**src/hdl/sp0_pkg.sv**
```systemverilog
/*
 * Shared constants and types for serial port zero: register addresses,
 * control/status bit positions, divider and frame figures, engine states.
 * Assumes one 100 MHz system clock and the processor's 8-bit register port.
 */
package sp0_pkg;
    // ----------------------------------------------------------------
    // Register addresses and fields
    // ----------------------------------------------------------------
    localparam logic [7:0] SERIAL_CONTROL_STATUS_ADDR = 8'h98;
    localparam logic [7:0] SERIAL_DATA_BUFFER_ADDR = 8'h99;
    localparam logic [7:0] UNMAPPED_READ = 8'hff;
    localparam int BYTE_W = 8;
    localparam int BIT_MODE_OR_FE = 7;
    localparam int BIT_MODE_HIGH = 6;
    localparam int BIT_GATING = 5;
    localparam int BIT_RX_ENABLE = 4;
    localparam int BIT_TX_NINTH = 3;
    localparam int BIT_RX_NINTH = 2;
    localparam int BIT_TX_DONE = 1;
    localparam int BIT_RX_DONE = 0;
    localparam logic [7:0] SERIAL_CONTROL_STATUS_RESET = 8'h00;

    // ----------------------------------------------------------------
    // Modes and timing
    // ----------------------------------------------------------------
    localparam logic [1:0] MODE_SYNC = 2'h0;
    localparam logic [1:0] MODE_ASYNC10 = 2'h1;
    localparam logic [1:0] MODE_ASYNC11_FIXED = 2'h2;
    localparam logic [1:0] MODE_ASYNC11_VAR = 2'h3;
    localparam logic [3:0] SYNC_DIV_SLOW = 4'hc;
    localparam logic [3:0] SYNC_DIV_FAST = 4'h4;
    localparam logic [1:0] FIXED_PRESCALE = 2'h3;
    localparam logic [1:0] FIXED_PRESCALE_DBL = 2'h1;
    localparam logic [3:0] LAST_SAMPLE = 4'hf;
    localparam logic [3:0] MID_SAMPLE = 4'h7;
    localparam logic [3:0] SYNC_LAST_BIT = 4'h7;
    localparam logic [3:0] STOP_IDX_10 = 4'h9;
    localparam logic [3:0] STOP_IDX_11 = 4'ha;
    localparam logic [3:0] NINTH_IDX = 4'h9;

    typedef enum logic [1:0] {
        TX_IDLE = 2'b00,
        TX_ASYNC = 2'b01,
        TX_SYNC = 2'b10
    } tx_state_t;

    typedef enum logic [1:0] {
        RX_IDLE = 2'b00,
        RX_ASYNC = 2'b01,
        RX_SYNC = 2'b10
    } rx_state_t;
endpackage

```
**src/hdl/byte_buf_if.sv**
```systemverilog
/*
 * Valid/ready carrier between the serial core and its transmit buffer.
 * Assumes both ends run on the same clock.
 */
`timescale 1ns/100ps
interface byte_buf_if #(parameter int WIDTH = 8);
    logic in_valid;
    logic in_ready;
    logic [WIDTH-1:0] in_data;
    logic out_valid;
    logic out_ready;
    logic [WIDTH-1:0] out_data;

    modport store (
        input in_valid, in_data, out_ready,
        output in_ready, out_valid, out_data
    );
    modport user (
        output in_valid, in_data, out_ready,
        input in_ready, out_valid, out_data
    );
endinterface

```
**src/hdl/byte_buf.sv**
```systemverilog
/*
 * Small FIFO with valid/ready on both sides; ready and valid come from flops.
 * Assumes DEPTH is a power of two and at least two.
 */
`timescale 1ns/100ps
module byte_buf #(
    parameter int WIDTH = 8,
    parameter int DEPTH = 2
) (
    input wire logic clk,
    input wire logic rst_n,
    byte_buf_if.store port
);
    localparam int PW = $clog2(DEPTH);

    typedef struct packed {
        logic [DEPTH-1:0][WIDTH-1:0] mem;
        logic [PW-1:0] wr_ptr;
        logic [PW-1:0] rd_ptr;
        logic [PW:0] count;
        logic space;
        logic filled;
    } buf_state_t;

    buf_state_t s_reg;
    buf_state_t s_next;
    logic push;
    logic pop;

    assign port.in_ready = s_reg.space;
    assign port.out_valid = s_reg.filled;
    assign port.out_data = s_reg.mem[s_reg.rd_ptr];

    always_comb begin
        s_next = s_reg;
        push = port.in_valid && s_reg.space;
        pop = port.out_ready && s_reg.filled;
        if (push) begin
            s_next.mem[s_reg.wr_ptr] = port.in_data;
            s_next.wr_ptr = s_reg.wr_ptr + 1'b1;
        end
        if (pop) begin
            s_next.rd_ptr = s_reg.rd_ptr + 1'b1;
        end
        if (push && !pop) begin
            s_next.count = s_reg.count + 1'b1;
        end else if (pop && !push) begin
            s_next.count = s_reg.count - 1'b1;
        end
        s_next.space = (s_next.count != (PW+1)'(DEPTH));
        s_next.filled = (s_next.count != '0);
    end

    always_ff @(posedge clk) begin
        if (!rst_n) begin
            s_reg <= '0;
            s_reg.space <= 1'b1;
        end else begin
            s_reg <= s_next;
        end
    end
endmodule

```
**src/hdl/serial_port_zero.sv**
```systemverilog
/*
 * Serial port zero: control/status and data buffer registers, a shift-mode
 * engine and asynchronous transmitter and receiver, with a two-entry
 * transmit buffer. Assumes a single clock, a one-cycle register port from
 * the core, baud_tick pulses from a timer for the variable-rate modes, and
 * the power control bits delivered as plain levels.
 */
//
// Function
// Mode bits pick shift or async frame format
// Bit 7 flags framing error; software clears
// Modes 2/3 gating: ninth bit 0 blocks flag
// Mode 1 gating: bad stop blocks flag
// Mode 0 gating bit picks divide 12/4
// Receive only while receive enable set
// Modes 2/3 send written ninth bit
// Ninth-bit field captures ninth or stop bit
// Transmit-done set end bit 8 / stop start
// Receive-done set end bit 8 / mid-stop
// Data address: read receive, write transmit
// Frame-error select decides bit 7 role
// Baud doubler halves bit time, modes 1-3
// Dedicated serial input and output pins
// Buffer write starts frame; mode 0 clocks out
// Async receive: start edge, centre sampling
`timescale 1ns/100ps
module serial_port_zero (
    input wire logic clk,
    input wire logic rst_n,
    input wire logic [7:0] sfr_addr,
    input wire logic sfr_wr,
    input wire logic [7:0] sfr_wdata,
    input wire logic sfr_rd,
    output logic [7:0] sfr_rdata,
    output logic tx_buf_ready,
    input wire logic frame_error_select,
    input wire logic baud_doubler,
    input wire logic baud_tick,
    input wire logic rxd_in,
    output logic rxd_out,
    output logic rxd_oe_n,
    output logic txd
);
    typedef struct packed {
        logic mode_select_low;
        logic framing_error_flag;
        logic mode_select_high;
        logic multiproc_gating;
        logic rx_enable;
        logic tx_ninth_bit;
        logic rx_ninth_bit;
        logic tx_done_flag;
        logic rx_done_flag;
        logic [7:0] rx_data;
        logic [7:0] rdata;
        sp0_pkg::tx_state_t tx_state;
        logic [10:0] tx_shift;
        logic [3:0] tx_bit;
        logic [3:0] tx_cnt;
        sp0_pkg::rx_state_t rx_state;
        logic [8:0] rx_shift;
        logic [3:0] rx_bit;
        logic [3:0] rx_cnt;
        logic [1:0] pre_cnt;
        logic half_div;
        logic rxd_prev;
        logic txd;
        logic rxd_out;
        logic rxd_oe_n;
    } state_t;

    state_t s_reg;
    state_t s_next;
    logic [1:0] mode;
    logic bit7_is_fe;
    logic tick;
    logic [3:0] sync_div;
    logic [3:0] sync_half;
    logic [3:0] stop_idx;
    logic tx_start;
    logic accept;
    logic stop_bit;
    logic ninth;
    logic [7:0] rx_byte;
    logic [7:0] serial_control_status_view;

    byte_buf_if #(.WIDTH(sp0_pkg::BYTE_W)) tx_q ();

    byte_buf #(.WIDTH(sp0_pkg::BYTE_W), .DEPTH(2)) tx_fifo (
        .clk(clk),
        .rst_n(rst_n),
        .port(tx_q)
    );

    assign sfr_rdata = s_reg.rdata;
    assign tx_buf_ready = tx_q.in_ready;
    assign rxd_out = s_reg.rxd_out;
    assign rxd_oe_n = s_reg.rxd_oe_n;
    assign txd = s_reg.txd;

    // A full buffer refuses the write; software watches tx_buf_ready
    assign tx_q.in_valid = sfr_wr && (sfr_addr == sp0_pkg::SERIAL_DATA_BUFFER_ADDR);
    assign tx_q.in_data = sfr_wdata;
    assign tx_q.out_ready = tx_start;

    always_comb begin
        s_next = s_reg;
        mode = {s_reg.mode_select_low, s_reg.mode_select_high};
        bit7_is_fe = frame_error_select;
        serial_control_status_view = {bit7_is_fe ? s_reg.framing_error_flag : s_reg.mode_select_low,
                     s_reg.mode_select_high, s_reg.multiproc_gating, s_reg.rx_enable,
                     s_reg.tx_ninth_bit, s_reg.rx_ninth_bit, s_reg.tx_done_flag,
                     s_reg.rx_done_flag};
        sync_div = s_reg.multiproc_gating ? sp0_pkg::SYNC_DIV_FAST
                                          : sp0_pkg::SYNC_DIV_SLOW;
        sync_half = {1'b0, sync_div[3:1]};
        stop_idx = (mode == sp0_pkg::MODE_ASYNC10) ? sp0_pkg::STOP_IDX_10
                                                    : sp0_pkg::STOP_IDX_11;
        tick = 1'b0;
        accept = 1'b0;
        stop_bit = rxd_in;
        ninth = s_reg.rx_shift[8];
        rx_byte = (mode == sp0_pkg::MODE_ASYNC10) ? s_reg.rx_shift[8:1] : s_reg.rx_shift[7:0];
        s_next.rxd_prev = rxd_in;

        // --------------------------------------------------------------
        // Sample tick, sixteen per bit time
        // --------------------------------------------------------------
        if (mode == sp0_pkg::MODE_ASYNC11_FIXED) begin
            // 4 clocks a sample gives 64 per bit; doubled gives 32
            if (s_reg.pre_cnt == (baud_doubler ? sp0_pkg::FIXED_PRESCALE_DBL
                                               : sp0_pkg::FIXED_PRESCALE)) begin
                s_next.pre_cnt = '0;
                tick = 1'b1;
            end else begin
                s_next.pre_cnt = s_reg.pre_cnt + 1'b1;
            end
        end else begin
            s_next.pre_cnt = '0;
            if (baud_tick) begin
                s_next.half_div = !s_reg.half_div;
                tick = baud_doubler || s_reg.half_div;
            end
        end

        // --------------------------------------------------------------
        // Register port; hardware sets below override these writes
        // --------------------------------------------------------------
        if (sfr_rd) begin
            if (sfr_addr == sp0_pkg::SERIAL_CONTROL_STATUS_ADDR) begin
                s_next.rdata = serial_control_status_view;
            end else if (sfr_addr == sp0_pkg::SERIAL_DATA_BUFFER_ADDR) begin
                s_next.rdata = s_reg.rx_data;
            end else begin
                s_next.rdata = sp0_pkg::UNMAPPED_READ;
            end
        end
        if (sfr_wr && (sfr_addr == sp0_pkg::SERIAL_CONTROL_STATUS_ADDR)) begin
            if (bit7_is_fe) begin
                s_next.framing_error_flag = sfr_wdata[sp0_pkg::BIT_MODE_OR_FE];
            end else begin
                s_next.mode_select_low = sfr_wdata[sp0_pkg::BIT_MODE_OR_FE];
            end
            s_next.mode_select_high = sfr_wdata[sp0_pkg::BIT_MODE_HIGH];
            s_next.multiproc_gating = sfr_wdata[sp0_pkg::BIT_GATING];
            s_next.rx_enable = sfr_wdata[sp0_pkg::BIT_RX_ENABLE];
            s_next.tx_ninth_bit = sfr_wdata[sp0_pkg::BIT_TX_NINTH];
            s_next.rx_ninth_bit = sfr_wdata[sp0_pkg::BIT_RX_NINTH];
            s_next.tx_done_flag = sfr_wdata[sp0_pkg::BIT_TX_DONE];
            s_next.rx_done_flag = sfr_wdata[sp0_pkg::BIT_RX_DONE];
        end

        // --------------------------------------------------------------
        // Transmitter
        // --------------------------------------------------------------
        // Shift mode is half duplex on the input pin, so it waits for the receiver
        tx_start = (s_reg.tx_state == sp0_pkg::TX_IDLE) && tx_q.out_valid &&
                   ((mode != sp0_pkg::MODE_SYNC) || (s_reg.rx_state == sp0_pkg::RX_IDLE));
        case (s_reg.tx_state)
            sp0_pkg::TX_IDLE: begin
                if (tx_start && (mode == sp0_pkg::MODE_SYNC)) begin
                    s_next.tx_state = sp0_pkg::TX_SYNC;
                    s_next.tx_shift = {3'h7, tx_q.out_data};
                    s_next.rxd_out = tx_q.out_data[0];
                    s_next.rxd_oe_n = 1'b0;
                    s_next.txd = 1'b0;
                    s_next.tx_cnt = '0;
                    s_next.tx_bit = '0;
                end else if (tx_start) begin
                    s_next.tx_state = sp0_pkg::TX_ASYNC;
                    // Mode 1 puts its stop bit in the ninth slot; the top stop bit is never sent
                    s_next.tx_shift = {1'b1, (mode == sp0_pkg::MODE_ASYNC10) ? 1'b1
                                       : s_reg.tx_ninth_bit, tx_q.out_data, 1'b0};
                    s_next.txd = 1'b0;
                    s_next.tx_cnt = '0;
                    s_next.tx_bit = '0;
                end
            end
            sp0_pkg::TX_SYNC: begin
                s_next.tx_cnt = s_reg.tx_cnt + 1'b1;
                s_next.txd = (s_next.tx_cnt >= sync_half);
                if (s_reg.tx_cnt == sync_div - 1'b1) begin
                    s_next.tx_cnt = '0;
                    s_next.txd = 1'b0;
                    s_next.tx_bit = s_reg.tx_bit + 1'b1;
                    s_next.tx_shift = {1'b1, s_reg.tx_shift[10:1]};
                    s_next.rxd_out = s_reg.tx_shift[1];
                    if (s_reg.tx_bit == sp0_pkg::SYNC_LAST_BIT) begin
                        s_next.tx_done_flag = 1'b1;
                        s_next.tx_state = sp0_pkg::TX_IDLE;
                        s_next.txd = 1'b1;
                        s_next.rxd_oe_n = 1'b1;
                    end
                end
            end
            sp0_pkg::TX_ASYNC: begin
                if (tick) begin
                    s_next.tx_cnt = s_reg.tx_cnt + 1'b1;
                    if (s_reg.tx_cnt == sp0_pkg::LAST_SAMPLE) begin
                        s_next.tx_bit = s_reg.tx_bit + 1'b1;
                        s_next.tx_shift = {1'b1, s_reg.tx_shift[10:1]};
                        s_next.txd = s_reg.tx_shift[1];
                        if (s_reg.tx_bit == stop_idx - 1'b1) begin
                            s_next.tx_done_flag = 1'b1;
                        end
                        if (s_reg.tx_bit == stop_idx) begin
                            s_next.tx_state = sp0_pkg::TX_IDLE;
                            s_next.txd = 1'b1;
                        end
                    end
                end
            end
            default: begin
                s_next.tx_state = sp0_pkg::TX_IDLE;
                s_next.txd = 1'b1;
            end
        endcase

        // --------------------------------------------------------------
        // Receiver
        // --------------------------------------------------------------
        case (s_reg.rx_state)
            sp0_pkg::RX_IDLE: begin
                if (s_reg.rx_enable && (mode == sp0_pkg::MODE_SYNC) && !s_reg.rx_done_flag &&
                    (s_reg.tx_state == sp0_pkg::TX_IDLE) && !tx_q.out_valid) begin
                    s_next.rx_state = sp0_pkg::RX_SYNC;
                    s_next.txd = 1'b0;
                    s_next.rx_cnt = '0;
                    s_next.rx_bit = '0;
                end else if (s_reg.rx_enable && (mode != sp0_pkg::MODE_SYNC) &&
                             s_reg.rxd_prev && !rxd_in) begin
                    s_next.rx_state = sp0_pkg::RX_ASYNC;
                    s_next.rx_cnt = '0;
                    s_next.rx_bit = '0;
                end
            end
            sp0_pkg::RX_SYNC: begin
                s_next.rx_cnt = s_reg.rx_cnt + 1'b1;
                s_next.txd = (s_next.rx_cnt >= sync_half);
                // Data is taken on the rising edge of the shift clock
                if (s_reg.rx_cnt == sync_half) begin
                    s_next.rx_shift = {rxd_in, s_reg.rx_shift[8:1]};
                end
                if (s_reg.rx_cnt == sync_div - 1'b1) begin
                    s_next.rx_cnt = '0;
                    s_next.txd = 1'b0;
                    s_next.rx_bit = s_reg.rx_bit + 1'b1;
                    if (s_reg.rx_bit == sp0_pkg::SYNC_LAST_BIT) begin
                        s_next.rx_data = s_reg.rx_shift[8:1];
                        s_next.rx_done_flag = 1'b1;
                        s_next.rx_state = sp0_pkg::RX_IDLE;
                        s_next.txd = 1'b1;
                    end
                end
                if (!s_reg.rx_enable) begin
                    s_next.rx_state = sp0_pkg::RX_IDLE;
                    s_next.txd = 1'b1;
                end
            end
            sp0_pkg::RX_ASYNC: begin
                if (tick) begin
                    s_next.rx_cnt = s_reg.rx_cnt + 1'b1;
                    if (s_reg.rx_cnt == sp0_pkg::LAST_SAMPLE) begin
                        s_next.rx_bit = s_reg.rx_bit + 1'b1;
                    end
                    if (s_reg.rx_cnt == sp0_pkg::MID_SAMPLE) begin
                        if (s_reg.rx_bit == '0) begin
                            // A glitch shorter than half a bit is no start bit
                            if (rxd_in) begin
                                s_next.rx_state = sp0_pkg::RX_IDLE;
                            end
                        end else if (s_reg.rx_bit != stop_idx) begin
                            s_next.rx_shift = {rxd_in, s_reg.rx_shift[8:1]};
                        end else begin
                            s_next.rx_state = sp0_pkg::RX_IDLE;
                            if (mode == sp0_pkg::MODE_ASYNC10) begin
                                accept = !s_reg.rx_done_flag &&
                                         (!s_reg.multiproc_gating || stop_bit);
                            end else begin
                                accept = !s_reg.rx_done_flag &&
                                         (!s_reg.multiproc_gating || ninth);
                            end
                            if (accept) begin
                                s_next.rx_data = rx_byte;
                                s_next.rx_ninth_bit = (mode == sp0_pkg::MODE_ASYNC10) ?
                                                      stop_bit : ninth;
                                s_next.rx_done_flag = 1'b1;
                            end
                            if (bit7_is_fe && !stop_bit) begin
                                s_next.framing_error_flag = 1'b1;
                            end
                        end
                    end
                end
                if (!s_reg.rx_enable) begin
                    s_next.rx_state = sp0_pkg::RX_IDLE;
                end
            end
            default: begin
                s_next.rx_state = sp0_pkg::RX_IDLE;
            end
        endcase
    end

    always_ff @(posedge clk) begin
        if (!rst_n) begin
            s_reg <= '0;
            s_reg.tx_state <= sp0_pkg::TX_IDLE;
            s_reg.rx_state <= sp0_pkg::RX_IDLE;
            s_reg.rdata <= sp0_pkg::SERIAL_CONTROL_STATUS_RESET;
            s_reg.rxd_prev <= 1'b1;
            s_reg.txd <= 1'b1;
            s_reg.rxd_out <= 1'b1;
            s_reg.rxd_oe_n <= 1'b1;
        end else begin
            s_reg <= s_next;
        end
    end
endmodule

```
**config.mk**
```make
export PLATFORM = sky130hd
export DESIGN_NAME = serial_port_zero
export DESIGN_NICKNAME = d
export VERILOG_FILES = /design/src/hdl/sp0_pkg.sv /design/src/hdl/byte_buf_if.sv /design/src/hdl/byte_buf.sv /design/src/hdl/serial_port_zero.sv
export SDC_FILE = /design/constraint.sdc
export NUM_CORES = 1
export LEC_CHECK = 0
export ABC_AREA = 1
export ABC_CLOCK_PERIOD_IN_PS = 3350
export BUFFER_PORTS_ARGS = -buffer_cell sky130_fd_sc_hd__buf_2
export CAP_MARGIN = 20
export CORE_UTILIZATION = 28
export CTS_BUF_LIST = sky130_fd_sc_hd__clkbuf_2 sky130_fd_sc_hd__clkbuf_4 sky130_fd_sc_hd__clkbuf_8
export DETAILED_ROUTE_END_ITERATION = 16
export PLACE_DENSITY = 0.52
export SETUP_SLACK_MARGIN = 0.5
export SKIP_LAST_GASP = 1
export SYNTH_ARGS = -nofsm -noshare
export SYNTH_HDL_FRONTEND = slang
export SYNTH_SLANG_ARGS = --single-unit
```
**constraint.sdc**
```tcl
create_clock -name clk -period 3.35 [get_ports clk]
set_input_delay 0.1675 -clock clk [delete_from_list [all_inputs] [get_ports clk]]
set_output_delay 0.1675 -clock clk [all_outputs]
set_load 0.01 [all_outputs]
```
==> results.yml, run 1 <==
cells_and_area:
  antenna_cells: 0
  fillers: 1999
  layout-drive-gt1-share_pct: 9.95
  multi_input_area_um2: 2820
  final_nets: 831
  area_growth_pct: 9.79
  largest_reg_flops: 57
  regArea_um2: 1860
power_and_ir_drop:
  power_density_nw_per_um2: 733
  p_leak_nw: 2.51
  vdd_drop_max_v: 0.000352
  finalPower_mw: 4.18
worst_hold_path:
  hold_class: "in -> reg"
drt:
  dr.pass1.iters: 11
  drc: 4
  num_vias: 4719
  drtAntennaViolNets: 0
  drtIter0Drc: 279
  viasPerCell: 4.61
  wl_per_cell_um: 13.3
  routed_wirelength_um: 13600
logic_synthesis:
  synth_fp_nets: 818
  synth.yosys.seq_area_share_pct: 35.8
  synth_warnings: 0
  syn-cell-area_um2: 5200
  synth_area_leaders: "dfxtp_1 36%, nand2_1 12%, nor2_1 8.5%, o21ai_0 8.4%, nand3_1 5.8%"
  synth_most_common_cell: "nand2_1"
  synth_common_cells: "168 x nand2_1, 118 x nor2_1, 93 x dfxtp_1"
  yosys.area.top_type: "dfxtp_1"
  syn-mean-instance-area_um2: 6.70
  synthCells: 776
  yosysTopAreaCellShare_pct: 35.8
  ys_ff_latch: 93
  ys_types: 42
  synth_async_sr_flop_share_pct: 0
  synth_ff_type: "dfxtp_1"
  synth_edf_count: 0
clock_network:
  cts_buffer_depth: 2
  ctsHoldBuffers: 0
  numCtsBuffers: 9
  clkSinkCount: 93
  cts.repair.resized: 0
  cts-root-buf: "clkbuf_8"
  clk_latency_ps: 380
  htreeDepth: 3
  path_clk_slew_ps: 100
  cts_tree: "built"
  cts_setup_buffers: 0
timing:
  hold_viol_final: 0
  setup_viol: 0
  slew_violations: 0
  finalClockSkew_ps: 11.8
  finalCritPeriodShare_pct: 71.9
  tns_ps: 0
  setup_ws_ps: 942
  rsz0062_at_grt: "false"
  worst_pin_slew_ps: 925
  fmax_mhz: 415
  hold_slack_ps: 70.5
  post-route-min-period_ps: 2410
  max-slew-margin-rel_pct: 38.3
setup_path:
  critPathArrivalTime_ps: 2720
  path_class: "reg -> reg"
  path_cells: "inv_1, ha_1, inv_1, nand2_1, nand2_1, nor3b_1, nand3_1, inv_2, nor2_1, nor2_1"
  worstPathMaxFanout: 18
  cp-start-kind: "register"
  cp_slowest_cell: "ha_1"
  endpoint_kind: "register"
  slowest_delay_ps: 590
  crit_required_ps: 3660
floorplanning:
  dieArea_um2: 19100
  initial_core_util_pct: 28.8
  die_h_um: 138
  coreArea_um2: 18100
  fp.dieW_um: 138
  io_pins: 36
  placement_rows: 49
flow_run:
  max_cap_violations: 0
outcome:
  violations: "DRC"
  status: "finished, violations left"
placement:
  gp_congestion: 0.782
  hpwl_um: 10100
  io_buffers: 35
  dp_slack_ps: 1010
grt:
  grt_overflow_total: 0
  grt_max_degree: 55
  grt_pass1_vias: 4424
  grt.total_usage_pct: 14.7
  antenna_found_initial: 0
  grt_pass1_wl_um: 22300
[critical path: cells and delay by family (launching register included)]
kind,cells,cell delay [ps]
flops,1,350
buf+inv,3,480
fa+ha+maj,1,590
simple gates,6,910
[path summary, 6_finish.rpt]
| path | start | depth (start not counted) | slack (ps) | to |
|---|---|---|---|---|
| max | s_reg[24] | 10 | 940 | s_reg[20] |
| min reg2reg | s_reg[4] | 1 | 460 | s_reg[4] |
| max reg2reg | s_reg[24] | 10 | 940 | s_reg[20] |
| min | sfr_wdata[6] | 3 | 70 | tx_fifo.s_reg[12] |
[metal layers]
metal  vias to the layer above  global-route usage (%)  wire length [um]
met5                         -                       0                 0
met4                         0                    6.80               312
met3                        18                    1.42               413
met2                        74                    23.4              6100
met1                      2094                    19.9              6770
li1                       2533                       -                 -
[layout make-up]
cell class,instances,share of cell area (%)
Inverter,81,5.32
Clock inverter,6,1.91
Sequential cell,93,32.6
Tap cell,229,5.02
Clock buffer,10,2.41
Multi-Input combinational cell,567,49.4
Timing Repair Buffer,37,3.33
[cell usage in the layout, fill, tap and decap left out, drive strengths merged, types with 7 or more instances in the layout]
master / synthesis / routed
nand2: 174 / 174
nor2: 123 / 123
dfxtp: 93 / 93
o21ai: 89 / 89
inv: 79 / 80
nand3: 64 / 64
a21oi: 46 / 46
buf: 19 / 37
ha: 18 / 18
clkbuf: 16 / 10
o22ai: 9 / 9
nand4: 7 / 7
[per-stage QoR]
step	instance area [um2]	util, %	cells
after floorplan	5200	-	776
after global placement	5470	30.2	1007
after detailed placement	5470	30.2	1007
after CTS	5710	31.6	1023
after global routing	5710	31.6	1023
final	5710	31.6	1023
[cell families (layout without fill, tap and decap cells)]
group	Yosys count	count (layout)	synth area share, %
flip-flops	93	93	35.8
buffers and inverters	116	134	9.96
multiplexers	5	5	0.962
adder cells (fa/ha/maj)	18	18	4.33
XOR/XNOR	6	6	1.01
AO/OA/AOI/OAI	156	156	15.8
AND/OR/NAND/NOR	382	382	32.2
[report_power, final]
part	leakage (nW)	switching (mW)	total [mW]	internal, mW
clock network	0.127	0.425	0.942	0.517
registers	0.758	0.197	1.51	1.31
logic	1.63	1.16	1.73	0.575
total	2.51	1.78	4.18	2.40
(Power assumes the default switching activity.)
==> inputs of run 2 (changes only) <==
- ABC_CLOCK_PERIOD_IN_PS: 3350 -> 2400
- clock period: 3.35 -> 2.4 ns (I/O delays scaled with it)
==> run 2 against run 1 <==
The run still ends with DRC left. Worst hold slack got worse by 50 ps. Critical path type unchanged. Largest cell class unchanged. Total power rose by 44%. Largest power group unchanged. First-iteration DRC count fell by 24%.
==> results.yml, run 2 (same netlist as run 1, synthesis figures left out) <==
placement:
  io_buffers: 35
  post_dp_cell_area_um2: 5540
  hpwl_um: 10500
  gp_congestion: 0.851
  dp_slack_ps: 345
floorplanning:
  dieArea_um2: 19100
  die_h_um: 138
  initial_core_util_pct: 28.8
  fp.dieW_um: 138
  placement_rows: 49
  io_pins: 36
  coreArea_um2: 18100
timing:
  worst_pin_slew_ps: 764
  tns_ps: 0
  post-route-min-period_ps: 1810
  setup_viol: 0
  finalClockSkew_ps: 21.4
  setup_ws_ps: 587
  rsz0062_at_grt: "true"
  hold_viol_final: 0
  hold_slack_ps: 20.0
  max-slew-margin-rel_pct: 49.0
  slew_violations: 0
  fmax_mhz: 552
  finalCritPeriodShare_pct: 75.5
power_and_ir_drop:
  power_density_nw_per_um2: 990
  finalPower_mw: 6.04
  vdd_drop_max_v: 0.000373
  p_leak_nw: 2.63
grt:
  grt.total_usage_pct: 15.2
  antenna_found_initial: 0
  grt_pass1_wl_um: 23200
  grt_max_degree: 24
  grt_pass1_vias: 4477
  grt_overflow_total: 0
setup_path:
  crit_required_ps: 2720
  crit_family: "simple AND/OR/NAND/NOR gates"
  cp-start-kind: "register"
  worstPathMaxFanout: 8
  cp_slowest_cell: "dfxtp_2"
  slowest_delay_ps: 390
  crit_path_frequent_cell: "nand3_2"
  crit_cells: 10
  reg2regPathDepth: 10
  path_cells: "ha_4, inv_1, nor2_1, nand3_2, a21oi_2, nand3_2, nor3_4, buf_12, nand2_1, a21oi_1"
  path_class: "reg -> reg"
  path_buf_inv: 2
  critPathArrivalTime_ps: 2130
  endpoint_kind: "register"
cells_and_area:
  largest_reg_flops: 57
  layout_commonest_cell: "nand2_1"
  antenna_cells: 0
  layout-drive-gt1-share_pct: 18.3
  final_nets: 860
  area_growth_pct: 17.3
  final_cell_mix: "161 x nand2_1, 115 x nor2_1, 84 x o21ai_0, 81 x dfxtp_1, 68 x inv_1"
  final_cell_area_um2: 6100
drt:
  routed_wirelength_um: 14400
  wl_per_cell_um: 13.7
  viasPerCell: 4.70
  dr.pass1.iters: 11
  drc: 4
  num_vias: 4943
  drtIter0Drc: 211
  drtAntennaViolNets: 0
clock_network:
  clkSinkCount: 93
  htreeDepth: 3
  numCtsBuffers: 9
  cts-root-buf: "clkbuf_8"
  path_clk_slew_ps: 110
  clk_latency_ps: 390
  cts_tree: "built"
  cts_buffer_depth: 2
flow_run:
  max_cap_violations: 0
outcome:
  violations: "DRC"
  status: "finished, violations left"
worst_hold_path:
  holdPathStages: 3
  hold_class: "in -> reg"
-- run 2: cell types whose count changed in the layout (fill, tap and decap cells not counted), sizes merged --
cell         previous run  this run
dlygate4sd3             0         2
bufinv                  3         1
buf                    37        62
clkinv                  4         3
clkinvlp                0         4
nand2                 174       175
-- run 2: final cells by class --
class	instances	area [um2]
inverter	81	318
timing repair buffer	64	414
fill	1958	12000
clock buffer	10	138
timing repair inverter	1	7.51
sequential	93	1880
multi-input combinational	568	2990
tap	229	287
clock inverter	6	67.6
-- run 2: final timing paths --
kind	end	slack, ps	startpoint
worst max-delay path	s_reg[55]	590	s_reg[8]
worst min register to register	s_reg[4]	450	s_reg[4]
worst max register to register	s_reg[55]	590	s_reg[8]
worst min-delay path	tx_fifo.s_reg[7]	20	sfr_wdata[1]
-- run 2: worst reg2reg max path, cell delays in order, from the launching register on --
cell and delay (ps):
dfxtp_2 390, ha_4 170, inv_1 40, nor2_1 130
nand3_2 180, a21oi_2 190, nand3_2 110, nor3_4 220
buf_12 150, nand2_1 50, a21oi_1 110
-- run 2: repair_timing --
item / 4_1_cts / 5_1_grt
hold endpoints to repair: 2 / 0
cloned: 1 / 1
pin swaps: 4 / 16
setup endpoints to repair: 36 / 53
buffers inserted: 3 / 12
hold buffers: 2 / 0
gates resized for setup: 16 / 52
-- run 2: per-stage QoR --
step                      instances  util (%)
after floorplan                 776         -
after global placement         1017      30.6
after detailed placement       1017      30.6
after CTS                      1039      32.3
after global routing           1052      33.7
final                          1052      33.7
-- run 2: metal layers --
layer / wire length, um / global-route usage [%]
met1: 7150 / 20.5
met2: 6520 / 24.1
met3: 464 / 2.04
met4: 282 / 6.51
met5: 0 / 0
-- run 2: report_power, final --
part | leakage [nW] | internal [mW] | switching [mW]
logic | 1.76 | 0.975 | 1.78
clock network | 0.0993 | 0.516 | 0.614
registers | 0.764 | 1.85 | 0.311
==> inputs of run 3 (changes only) <==
- ABC_CLOCK_PERIOD_IN_PS: 2400 -> 1500
- PLACE_DENSITY: 0.52 -> 0.54
- clock period: 2.4 -> 1.5 ns (I/O delays scaled with it)
==> run 3 against run 2 <==
The run ends with setup timing left. Die area did not move. Routed wire length up 6.1%. Worst hold slack gained 16 ps.
==> results.yml, run 3 (same netlist as run 1, synthesis figures left out) <==
cells_and_area:
  layout_commonest_cell: "nand2_1"
  regArea_um2: 1900
  area_growth_pct: 45.5
  final_nets: 962
  final_cell_area_um2: 7570
  largest_reg_flops: 57
  multi_input_area_um2: 3560
  antenna_cells: 0
  fillers: 1859
  fin_cells: 1154
  final_cell_mix: "142 x nand2_1, 102 x buf_4, 100 x nor2_1, 76 x dfxtp_1, 53 x inv_1"
  layout-drive-gt1-share_pct: 38.6
  postLayoutCoreUtil_pct: 41.8
setup_path:
  path_class: "reg -> reg"
  crit_path_frequent_cell: "nand2_1"
  endpoint_kind: "register"
  r2r_slack_ps: -340
  slowest_delay_ps: 370
  reg2reg_from: "s_reg[7]"
  path_cells: "ha_4, xor2_2, ha_1, a21boi_1, o31ai_2, nand2_1, a21oi_2, nand2_1"
  endpoint: "txd"
  crit_required_ps: 1790
  crit_cells: 8
  worstPathMaxFanout: 3
  crit_family: "compound AO/OA/AOI/OAI gates"
  cp_slowest_cell: "dfxtp_4"
  path_buf_inv: 0
  reg2regPathDepth: 8
  crit_start: "s_reg[7]"
  rr_endpoint: "txd"
  critPathArrivalTime_ps: 2130
  cp-start-kind: "register"
timing:
  worst_pin_slew_ps: 689
  rsz0062_at_grt: "true"
  max-slew-margin-rel_pct: 54.0
  setup_ws_ps: -344
  finalCritPeriodShare_pct: 123
  fmax_mhz: 542
  hold_slack_ps: 35.6
  setup_viol: 58
  finalClockSkew_ps: 12.8
  post-route-min-period_ps: 1840
  hold_viol_final: 0
  slew_violations: 0
placement:
  dp_slack_ps: -308
  io_buffers: 35
  gp_congestion: 0.834
  hpwl_um: 10900
  post_dp_cell_area_um2: 6480
  place_inst: 1101
power_and_ir_drop:
  vdd_drop_max_v: 0.000734
  p_leak_nw: 3.26
  power_density_nw_per_um2: 1600
grt:
  grt_pass1_vias: 4895
  grt_overflow_total: 0
  antenna_found_initial: 0
  grt.total_usage_pct: 16.0
  grt_pass1_wl_um: 24700
  grt_max_degree: 31
clock_network:
  clkSinkCount: 93
  htreeDepth: 3
  cts_tree: "built"
  numCtsBuffers: 9
  cts_buffer_depth: 2
  path_clk_slew_ps: 100
  cts-root-buf: "clkbuf_8"
  clk_latency_ps: 390
drt:
  drtAntennaViolNets: 0
  dr.pass1.iters: 5
  routed_wirelength_um: 15300
  drtIter0Drc: 265
  drc: 0
  num_vias: 5350
  wl_per_cell_um: 13.3
  viasPerCell: 4.64
floorplanning:
  die_h_um: 138
  placement_rows: 49
  dieArea_um2: 19100
  fp.dieW_um: 138
  io_pins: 36
  coreArea_um2: 18100
  initial_core_util_pct: 28.8
outcome:
  status: "finished, violations left"
  violations: "setup timing"
worst_hold_path:
  hold_class: "in -> reg"
flow_run:
  max_cap_violations: 0
## run 3: area by class of cell
cell class,count,share of cell area (%)
clock buffer,11,2.00
clock inverter,5,0.529
timing repair buffer,165,16.9
multi-input combinational,569,47.1
sequential,93,25.1
tap,229,3.79
timing repair inverter,1,0.0827
inverter,81,4.51
## run 3: worst min path at each step
stage	start	endpoint	slack (ps)	depth (start not counted)
finish	baud_tick	s_reg[4]	40	4
global route	baud_tick	s_reg[4]	40	4
CTS	sfr_rd	sfr_rdata[1]	30	2
detailed placement	sfr_wdata[4]	tx_fifo.s_reg[10]	350	3
global placement	sfr_wdata[4]	tx_fifo.s_reg[10]	350	3
floorplan	sfr_wdata[4]	tx_fifo.s_reg[10]	190	2
## run 3: through the flow
stage | setup TNS, ps | power, mW
floorplan | -1130 | 7.23
global placement | -7180 | 9.24
detailed placement | -6930 | 9.24
CTS | -7630 | 11.7
global route | -14570 | 13.0
finish | -8400 | 12.1
## run 3: worst reg2reg max path: stages (launching register included)
cell      delay [ps]
dfxtp_4          370
ha_4             180
xor2_2           150
ha_1             270
a21boi_1         140
o31ai_2          330
nand2_1          120
a21oi_2          140
nand2_1           50
## run 3: routing by layer
layer | GRT usage (%) | part of all wire (%)
met1 | 21.4 | 48
met2 | 26.3 | 47
met3 | 2.01 | 2.9
met4 | 6.39 | 2.0
met5 | 0 | 0
## run 3: what timing repair did
| action | in CTS | in global routing |
|---|---|---|
| hold buffers | 9 | 0 |
| buffers inserted | 12 | 12 |
| resized for setup | 91 | 80 |
| gates cloned | 4 | 0 |
| pin swaps | 30 | 45 |
| endpoints found under the hold margin | 17 | 0 |
| endpoints found under the setup margin | 78 | 85 |
## run 3: where the power goes
| group | internal, mW | switching (mW) | leakage [nW] |
|---|---|---|---|
| Sequential | 2.97 | 0.465 | 0.767 |
| Combinational | 3.14 | 3.80 | 2.40 |
| Clock | 0.714 | 0.995 | 0.0973 |
| Total | 6.83 | 5.26 | 3.26 |
